--- src/shared/wrc_pkg.sv ---
// package of constants and types for the watchdog and reset-control block
package wrc_pkg;
  // ----------------------------------------
  // register byte addresses
  // ----------------------------------------
  localparam logic [7:0] WRC_ADDR_WDOG = 8'h00;
  localparam logic [7:0] WRC_ADDR_CAUSE = 8'h04;
  localparam logic [7:0] WRC_ADDR_LEVEL = 8'h08;
  localparam logic [7:0] WRC_ADDR_CONFIG = 8'h0c;
  localparam logic [7:0] WRC_ADDR_STATE = 8'h10;
  // ----------------------------------------
  // reset values, key patterns and level codes
  // ----------------------------------------
  localparam logic [7:0] WRC_WDOG_RST = 8'h53;
  localparam logic [7:0] WRC_LEVEL_RST = 8'h55;
  localparam logic [4:0] WRC_KEY_ENABLE = 5'h0a;
  localparam logic [4:0] WRC_KEY_DISABLE = 5'h15;
  localparam logic [7:0] WRC_LEVEL_A = 8'h55;
  localparam logic [7:0] WRC_LEVEL_B = 8'h33;
  localparam logic [7:0] WRC_LEVEL_C = 8'h99;
  localparam logic [7:0] WRC_LEVEL_D = 8'haa;
  // ----------------------------------------
  // field positions
  // ----------------------------------------
  localparam int WRC_KEY_LSB = 3;
  localparam int WRC_IDLE_KEEP_BIT = 7;
  localparam int WRC_LVR_FLAG_BIT = 2;
  localparam int WRC_LVL_FLAG_BIT = 1;
  localparam int WRC_KEY_FLAG_BIT = 0;
  // ----------------------------------------
  // timing
  // ----------------------------------------
  localparam int WRC_CLK_NS = 25;
  localparam int WRC_BROWNOUT_MIN_NS = 1000;
  localparam int WRC_BROWNOUT_CYC = (WRC_BROWNOUT_MIN_NS + WRC_CLK_NS - 1) / WRC_CLK_NS;
  localparam int WRC_FAULT_TICKS = 2;
  localparam int WRC_RST_PULSE_CYC = 4;
  localparam int WRC_CNT_W = 18;

  typedef struct packed {
    logic [7:0] wdog;
    logic [7:0] level;
    logic idle_sysclk_keep;
    logic lvr_flag;
    logic lvl_flag;
    logic key_flag;
    logic expired;
    logic sleep_entry;
    logic [WRC_CNT_W-1:0] cnt;
    logic [1:0] key_ticks;
    logic [1:0] lvl_ticks;
    logic [5:0] bo_cnt;
    logic [2:0] rst_cnt;
    logic chip_rst;
    logic pc_sp_clr;
    logic [2:0] tick_sync;
    logic [1:0] low_sync;
    logic [1:0] pwrdn_sync;
    logic dphase;
    logic dwrite;
    logic [7:0] daddr;
    logic [31:0] hrdata;
  } wrc_state_t;
endpackage

--- src/rtl/wrc_top.sv ---
// watchdog timer and reset-cause control behind an ahb-lite slave
`timescale 1ns/10ps
// Notes on behaviour
// - always-on mode runs with either valid key
// - register mode stops on disable key
// - register mode runs on enable key
// - bad key resets chip after 2-3 ticks
// - key-fault reset sets key fault flag
// - key flag: hardware sets, software zero clears
// - power-on loads enable key pattern
// - period code picks exponent 8 to 18
// - overflow in run: chip reset, expired flag
// - overflow asleep: flag, clear pc and sp
// - counter cleared by fault, clear, halt
// - qualified low supply resets, sets flag
// - four valid level codes choose threshold
// - bad level resets after 2-3 ticks, flags
// - bad level reset restores level register
// - genuine low-voltage reset keeps level
// - low-voltage reset off in power-down
// - low-voltage flag: hardware sets, zero clears
// - control bits six to three read zero
// - power-on: pc zero, ports high
// - sleep overflow leaves sleep flag set
// - counter ticks from low-speed rc clock
module wrc_top
  import wrc_pkg::*;
(
  input wire logic mclk,
  input wire logic reset_n,
  input wire logic hsel,
  input wire logic [31:0] haddr,
  input wire logic [1:0] htrans,
  input wire logic hwrite,
  input wire logic [2:0] hsize,
  input wire logic [31:0] hwdata,
  input wire logic hready,
  output logic [31:0] hrdata,
  output logic hreadyout,
  output logic hresp,
  input wire logic wdt_always_on,
  input wire logic low_speed_rc_osc,
  input wire logic low_supply_n,
  input wire logic power_down,
  input wire logic watchdog_clear_instr,
  input wire logic halt_instr,
  input wire logic sleep_mode,
  output logic chip_reset,
  output logic pc_sp_clear,
  output logic watchdog_expired_flag,
  output logic sleep_entry_flag,
  output logic idle_sysclk_keep
);
  import wrc_pkg::*;

  wrc_state_t s_q;
  wrc_state_t s_d;

  // ----------------------------------------
  // combinational helpers
  // ----------------------------------------
  logic tick;
  logic key_ok;
  logic key_run;
  logic lvl_ok;
  logic ovf;
  logic wr_go;
  logic rd_go;
  logic [4:0] exp_bit;
  logic [31:0] rd_val;
  logic [4:0] key;

  assign key = s_q.wdog[7:WRC_KEY_LSB];
  assign tick = s_q.tick_sync[1] & ~s_q.tick_sync[2];
  assign key_ok = (key == WRC_KEY_ENABLE) || (key == WRC_KEY_DISABLE);
  // register mode runs on the enable pattern only
  assign key_run = wdt_always_on ? key_ok : (key == WRC_KEY_ENABLE);
  assign lvl_ok = (s_q.level == WRC_LEVEL_A) || (s_q.level == WRC_LEVEL_B) ||
                  (s_q.level == WRC_LEVEL_C) || (s_q.level == WRC_LEVEL_D);
  assign wr_go = s_q.dphase & s_q.dwrite;
  assign rd_go = hsel & hready & htrans[1] & ~hwrite;

  always_comb begin
    unique case (s_q.wdog[2:0])
      3'h0: exp_bit = 5'h08;
      3'h1: exp_bit = 5'h0a;
      3'h2: exp_bit = 5'h0c;
      3'h3: exp_bit = 5'h0e;
      3'h4: exp_bit = 5'h0f;
      3'h5: exp_bit = 5'h10;
      3'h6: exp_bit = 5'h11;
      3'h7: exp_bit = 5'h12;
    endcase
  end

  // overflow when every bit below the selected exponent is set at a tick
  always_comb begin
    logic [WRC_CNT_W-1:0] mask;
    mask = '0;
    for (int i = 0; i < WRC_CNT_W; i++) begin
      if (i < int'(exp_bit)) begin
        mask[i] = 1'b1;
      end
    end
    ovf = tick & key_run & ((s_q.cnt & mask) == mask);
  end

  always_comb begin
    rd_val = 32'h0;
    unique case (haddr[7:0])
      WRC_ADDR_WDOG: rd_val = {24'h0, s_q.wdog};
      // bits six to three are not stored and read zero
      WRC_ADDR_CAUSE: rd_val = {24'h0, s_q.idle_sysclk_keep, 4'h0, s_q.lvr_flag,
                                s_q.lvl_flag, s_q.key_flag};
      WRC_ADDR_LEVEL: rd_val = {24'h0, s_q.level};
      WRC_ADDR_STATE: rd_val = {30'h0, s_q.expired, s_q.sleep_entry};
      default: rd_val = 32'h0;
    endcase
  end

  // ----------------------------------------
  // next state
  // ----------------------------------------
  always_comb begin
    logic key_fault;
    logic lvl_fault;
    logic bo_fire;
    key_fault = 1'b0;
    lvl_fault = 1'b0;
    bo_fire = 1'b0;
    s_d = s_q;
    s_d.tick_sync = {s_q.tick_sync[1:0], low_speed_rc_osc};
    s_d.low_sync = {s_q.low_sync[0], ~low_supply_n};
    s_d.pwrdn_sync = {s_q.pwrdn_sync[0], power_down};
    s_d.pc_sp_clr = 1'b0;
    s_d.hrdata = 32'h0;
    s_d.dphase = hsel & hready & htrans[1];
    s_d.dwrite = hwrite;
    s_d.daddr = haddr[7:0];
    if (rd_go) begin
      s_d.hrdata = rd_val;
    end

    // software writes; a zero write clears flags, a one leaves them
    if (wr_go) begin
      unique case (s_q.daddr)
        WRC_ADDR_WDOG: s_d.wdog = hwdata[7:0];
        WRC_ADDR_LEVEL: s_d.level = hwdata[7:0];
        WRC_ADDR_CAUSE: begin
          s_d.idle_sysclk_keep = hwdata[WRC_IDLE_KEEP_BIT];
          s_d.lvr_flag = s_q.lvr_flag & hwdata[WRC_LVR_FLAG_BIT];
          s_d.lvl_flag = s_q.lvl_flag & hwdata[WRC_LVL_FLAG_BIT];
          s_d.key_flag = s_q.key_flag & hwdata[WRC_KEY_FLAG_BIT];
        end
        WRC_ADDR_STATE: s_d.sleep_entry = s_q.sleep_entry & hwdata[0];
        default: ;
      endcase
    end

    // watchdog count, cleared by the clear or halt instruction
    if (watchdog_clear_instr || halt_instr || !key_run) begin
      s_d.cnt = '0;
    end else if (tick) begin
      s_d.cnt = s_q.cnt + 18'h1;
    end
    if (halt_instr) begin
      s_d.sleep_entry = 1'b1;
      s_d.expired = 1'b0;
    end

    // bad key or level waits for the second slow tick
    if (key_ok) begin
      s_d.key_ticks = 2'h0;
    end else if (tick) begin
      s_d.key_ticks = s_q.key_ticks + 2'h1;
    end
    key_fault = !key_ok && tick && (s_q.key_ticks == 2'(WRC_FAULT_TICKS - 1));
    if (lvl_ok) begin
      s_d.lvl_ticks = 2'h0;
    end else if (tick) begin
      s_d.lvl_ticks = s_q.lvl_ticks + 2'h1;
    end
    lvl_fault = !lvl_ok && tick && (s_q.lvl_ticks == 2'(WRC_FAULT_TICKS - 1));

    // low supply must persist the minimum time; ignored in power-down
    if (!s_q.low_sync[1] || s_q.pwrdn_sync[1]) begin
      s_d.bo_cnt = 6'h0;
    end else if (s_q.bo_cnt != 6'(WRC_BROWNOUT_CYC)) begin
      s_d.bo_cnt = s_q.bo_cnt + 6'h1;
    end
    bo_fire = s_q.bo_cnt == 6'(WRC_BROWNOUT_CYC - 1);

    // ovf asleep: flag only, pc and sp cleared, sleep flag kept
    if (ovf && sleep_mode) begin
      s_d.expired = 1'b1;
      s_d.pc_sp_clr = 1'b1;
      s_d.cnt = '0;
    end

    if (key_fault || lvl_fault || bo_fire || (ovf && !sleep_mode)) begin
      s_d.chip_rst = 1'b1;
      s_d.rst_cnt = 3'(WRC_RST_PULSE_CYC);
      // control state returns to power-on values except level on a low-voltage reset; flags set win over clears
      s_d.wdog = WRC_WDOG_RST;
      s_d.cnt = '0;
      s_d.key_ticks = 2'h0;
      s_d.lvl_ticks = 2'h0;
      s_d.idle_sysclk_keep = 1'b0;
      if (key_fault) begin
        s_d.key_flag = 1'b1;
      end
      if (lvl_fault) begin
        s_d.lvl_flag = 1'b1;
        s_d.level = WRC_LEVEL_RST;
      end else if (!bo_fire) begin
        s_d.level = WRC_LEVEL_RST;
      end
      // genuine low-voltage reset keeps the level
      if (bo_fire) begin
        s_d.lvr_flag = 1'b1;
      end
      if (ovf && !sleep_mode) begin
        s_d.expired = 1'b1;
      end else if (!bo_fire) begin
        s_d.expired = 1'b0;
      end
    end else if (s_q.rst_cnt != 3'h0) begin
      s_d.rst_cnt = s_q.rst_cnt - 3'h1;
      s_d.chip_rst = s_q.rst_cnt != 3'h1;
    end
  end

  // ----------------------------------------
  // state register
  // ----------------------------------------
  always_ff @(posedge mclk) begin
    if (!reset_n) begin
      s_q <= '0;
      s_q.wdog <= WRC_WDOG_RST;
      s_q.level <= WRC_LEVEL_RST;
      // chip reset pulse drives pc to zero and ports to inputs outside
      s_q.chip_rst <= 1'b1;
      s_q.rst_cnt <= 3'(WRC_RST_PULSE_CYC);
    end else begin
      s_q <= s_d;
    end
  end

  assign hrdata = s_q.hrdata;
  assign hreadyout = 1'b1;
  assign hresp = 1'b0;
  assign chip_reset = s_q.chip_rst;
  assign pc_sp_clear = s_q.pc_sp_clr;
  assign watchdog_expired_flag = s_q.expired;
  assign sleep_entry_flag = s_q.sleep_entry;
  assign idle_sysclk_keep = s_q.idle_sysclk_keep;
endmodule

--- config.mk ---
export PLATFORM = sky130hd
export DESIGN_NAME = wrc_top
export DESIGN_NICKNAME = d
export VERILOG_FILES = /design/src/shared/wrc_pkg.sv /design/src/rtl/wrc_top.sv
export SDC_FILE = /design/constraint.sdc
export NUM_CORES = 1
export LEC_CHECK = 0
export ABC_AREA = 1
export BUFFER_PORTS_ARGS = -buffer_cell sky130_fd_sc_hd__buf_4
export CORE_MARGIN = 2
export CORE_UTILIZATION = 50
export CTS_BUF_LIST = sky130_fd_sc_hd__clkbuf_16
export CTS_CLUSTER_SIZE = 28
export DETAILED_ROUTE_END_ITERATION = 6
export PLACE_DENSITY = 0.77
export SLEW_MARGIN = 25
export SYNTH_ARGS = -nofsm -noshare
export SYNTH_HDL_FRONTEND = slang
export SYNTH_SLANG_ARGS = --single-unit
export TNS_END_PERCENT = 5
--- constraint.sdc ---
create_clock -name mclk -period 2.5 [get_ports mclk]
set_input_delay 0.375 -clock mclk [delete_from_list [all_inputs] [get_ports mclk]]
set_output_delay 0.375 -clock mclk [all_outputs]
set_load 0.01 [all_outputs]
==> metrics.log <==
INFO  metric leakage = 2.26 nW
INFO  metric mostFrequentLayoutCells = sky130_fd_sc_hd__nand2_1, sky130_fd_sc_hd__dfxtp_1, sky130_fd_sc_hd__inv_1
INFO  metric final.min_clock_period = 2.13 ns
INFO  metric seq_area_frac_synth = 0.395
INFO  metric power-per-cell-area = 579 nW/um2
INFO  metric synthesis.area = 4310 um2
INFO  metric drive_above_1_share = 0.151
INFO  metric worstSetupStartpoint = s_q[48]$_SDFF_PN0_
INFO  metric hold_start = low_supply_n
INFO  metric yosys_warnings = 0
INFO  metric finalNetCount = 705
INFO  metric fin_worst_skew = 0.00547 ns
INFO  metric avgRoutedWirePerCell = 12.0 um
INFO  metric finalNonFillerCells = 720
INFO  metric dr.pass1.iters = 5
INFO  metric gr-usage-all-layers = 0.190
INFO  metric cts_hold_buffers = 0
INFO  metric drt_first_iter_violations = 187
INFO  metric layout.filler_cells = 795
INFO  metric maximum_number_of_pins_on_one_net_before_global_route_repair = 20
INFO  metric worst_slew_pin_slew = 0.618 ns
INFO  metric asyncSetResetFlopFracSynth = 0
INFO  metric layout_worst_path_cycle_share = 0.851
INFO  metric clk-insertion-delay-late = 0.33 ns
INFO  metric cts_resized = 0
INFO  metric setup_tns = 0 ns
INFO  metric drt.antenna.violating_nets = 0
INFO  metric clock_path_buffers = 2
INFO  metric max-vdd-ir-drop = 354 uV
INFO  metric gpl.final_weighted_congestion = 0.877
INFO  metric core = slightly above 8000 um2
INFO  metric grt_first_pass_wirelength = 14900 um
INFO  metric detail_route.wirelength = about 8600 um
INFO  metric design_power_total = around 2.8 mW
INFO  metric critical_path.endpoint_type = flip-flop
INFO  metric achievable-frequency = 470 MHz
INFO  metric holdCritPathClass = in -> reg
INFO  metric synthesis.area_per_instance = 7.51 um2
INFO  metric slew_headroom = 0.586
INFO  metric cts_setup_buffers = 0
INFO  metric insertedDiodeCount = 0
INFO  metric place.port_buffers = 41
INFO  metric cts_sink_count = 85
INFO  metric initial_core_util = 0.520
INFO  metric slew_violations = 0
INFO  metric cts_tree = done
INFO  metric die_height = 96.9 um
INFO  metric hold_viol = 0
INFO  metric regToRegStartpoint = s_q[48]$_SDFF_PN0_
INFO  metric ys_dominant_reg_cell = sky130_fd_sc_hd__dfxtp_1
INFO  metric first_global_vias = 3322
INFO  metric design_area = 4810 um2
INFO  metric vias = 3488
INFO  metric cp_max_fo = 10
INFO  metric place_inst = between 700 and 800
INFO  metric worst_ep_required_time = 2.73 ns
INFO  metric regToRegSetupSlack = 0.37 ns
INFO  metric netlist_instances = about 570
INFO  metric setup.worst_path.class = reg -> reg
INFO  metric number_of_top_level_pins = 120
INFO  metric layout.cells.most_common = sky130_fd_sc_hd__nand2_1
INFO  metric clk_root_buffer_cell = sky130_fd_sc_hd__clkbuf_16
INFO  metric crit_arrival = 2.36 ns
INFO  metric setup_viol = 0
INFO  metric ys_types = 40
INFO  metric dieArea = 9380 um2
INFO  metric grt_remaining_overflow = 0
INFO  metric num_rows = 33
INFO  metric die-width = 96.9 um
INFO  metric rsz0062_at_grt = false
INFO  metric clk_pin_slew = ~0.050 ns
INFO  metric layout-area-overhead-vs-synth = 11.6%
INFO  metric htreeDepth = 3
INFO  metric synth.ff_latch_count = 85
INFO  metric dpl.hpwl = 6770 um
INFO  metric synth_edf_count = 0
INFO  metric drc = 0
INFO  metric number_of_antenna_violations_at_the_first_check_in_global_routing = 0
INFO  metric status = completed
INFO  metric start_kind = flip-flop
INFO  metric final_util = 0.580
INFO  metric route.detailed.vias_per_inst = 4.84
INFO  metric cts_made_buffers = 9
INFO  metric post_detailed_placement_cell_area = 4570 um2
INFO  metric number_of_max_capacitance_violations_reported = 0
logic make-up after synthesis:
| group | after synthesis | synth area share |
|---|---|---|
| xor gates and xnor gates | 21 | 0.0426 |
| and+or+nand+nor | 269 | 0.305 |
| muxes | 4 | 0.00928 |
| AOI/OAI and AO/OA | 56 | 0.0728 |
| adders and majority gates | 10 | 0.0290 |
| buffers and inverters | 127 | 0.145 |
| DFF | 85 | 0.395 |
| other | 2 | 0.00174 |
Yosys cell counts, types with 4 or more instances:
library cell               instances  area share
sky130_fd_sc_hd__a21oi_1          24       0.028
sky130_fd_sc_hd__buf_4            34       0.059
sky130_fd_sc_hd__dfxtp_1          85        0.39
sky130_fd_sc_hd__ha_1             10       0.029
sky130_fd_sc_hd__inv_1            80       0.070
sky130_fd_sc_hd__inv_2             7      0.0061
sky130_fd_sc_hd__mux2i_1           4      0.0093
sky130_fd_sc_hd__nand2_1         119        0.10
sky130_fd_sc_hd__nand3_1          26       0.030
sky130_fd_sc_hd__nand4_1          15       0.022
sky130_fd_sc_hd__nor2_1           68       0.059
sky130_fd_sc_hd__nor2_2            4      0.0058
sky130_fd_sc_hd__nor2_4           14       0.037
sky130_fd_sc_hd__nor3_1            7      0.0081
sky130_fd_sc_hd__o211ai_1          4      0.0070
sky130_fd_sc_hd__o21ai_0          17       0.020
sky130_fd_sc_hd__xor2_1           19       0.039
area by class of cell:
| class | instances | area [um2] | share of cell area |
|---|---|---|---|
| clock buffer | 9 | 225 | 0.0468 |
| inverter | 88 | 333 | 0.0691 |
| clock inverter | 3 | 17.5 | 0.00364 |
| multi-input combinational | 386 | 2070 | 0.431 |
| sequential | 85 | 1700 | 0.354 |
| tap | 105 | 131 | 0.0273 |
| timing repair buffer | 44 | 330 | 0.0686 |
path summary, 6_finish.rpt:
path                            cells past startpoint                  to
worst max-delay path                               16  exp_bit[1]$_DFF_P_
worst min-delay path                                2  s_d[45]$_SDFF_PN0_
worst max register to register                     16  exp_bit[1]$_DFF_P_
worst min register to register                      2  s_q[43]$_SDFF_PN0_
power by group:
| part | internal (mW) | switching [mW] |
|---|---|---|
| Clock | 0.646 | 0.495 |
| Sequential | 1.40 | 0.0207 |
| Combinational | 0.0914 | 0.139 |
per-stage QoR:
stage / setup WS, ns / hold slack (ns)
final: 0.372 / 0.196
after global routing: 0.121 / 0.199
after CTS: 0.356 / 0.191
after detailed placement: 0.368 / 0.402
after global placement: 0.400 / 0.394
after floorplan: 0.579 / 0.390
sequential cells by signal, indices dropped and copies added (netlist names), 4 cells and up:
register  count
s_q          58
exp_bit       5
s_d           4
hrdata        8
key           5
worst max-delay path, stage by stage (launching register included):
cell and delay [ns]:
sky130_fd_sc_hd__dfxtp_1 0.30, sky130_fd_sc_hd__inv_1 0.05, sky130_fd_sc_hd__nand2_2 0.13, sky130_fd_sc_hd__nor2_1 0.23, sky130_fd_sc_hd__nand3_1 0.09, sky130_fd_sc_hd__nor2_1 0.11
sky130_fd_sc_hd__nand2_1 0.10, sky130_fd_sc_hd__nor2_4 0.12, sky130_fd_sc_hd__nand4_4 0.11, sky130_fd_sc_hd__nand3_4 0.10, sky130_fd_sc_hd__inv_4 0.07, sky130_fd_sc_hd__nand2_1 0.12
sky130_fd_sc_hd__inv_1 0.08, sky130_fd_sc_hd__ha_1 0.27, sky130_fd_sc_hd__inv_1 0.03, sky130_fd_sc_hd__nand2_1 0.05, sky130_fd_sc_hd__nand2_1 0.04
layer usage:
layer  up-vias  global-route usage  part of all wire
met1      1572               0.243              0.45
met5         -                   0                 0
met4         0              0.0661             0.016
met2        89               0.326              0.48
li1       1817                   -                 -
met3        10              0.0303             0.050
(Power assumes the default switching activity.)
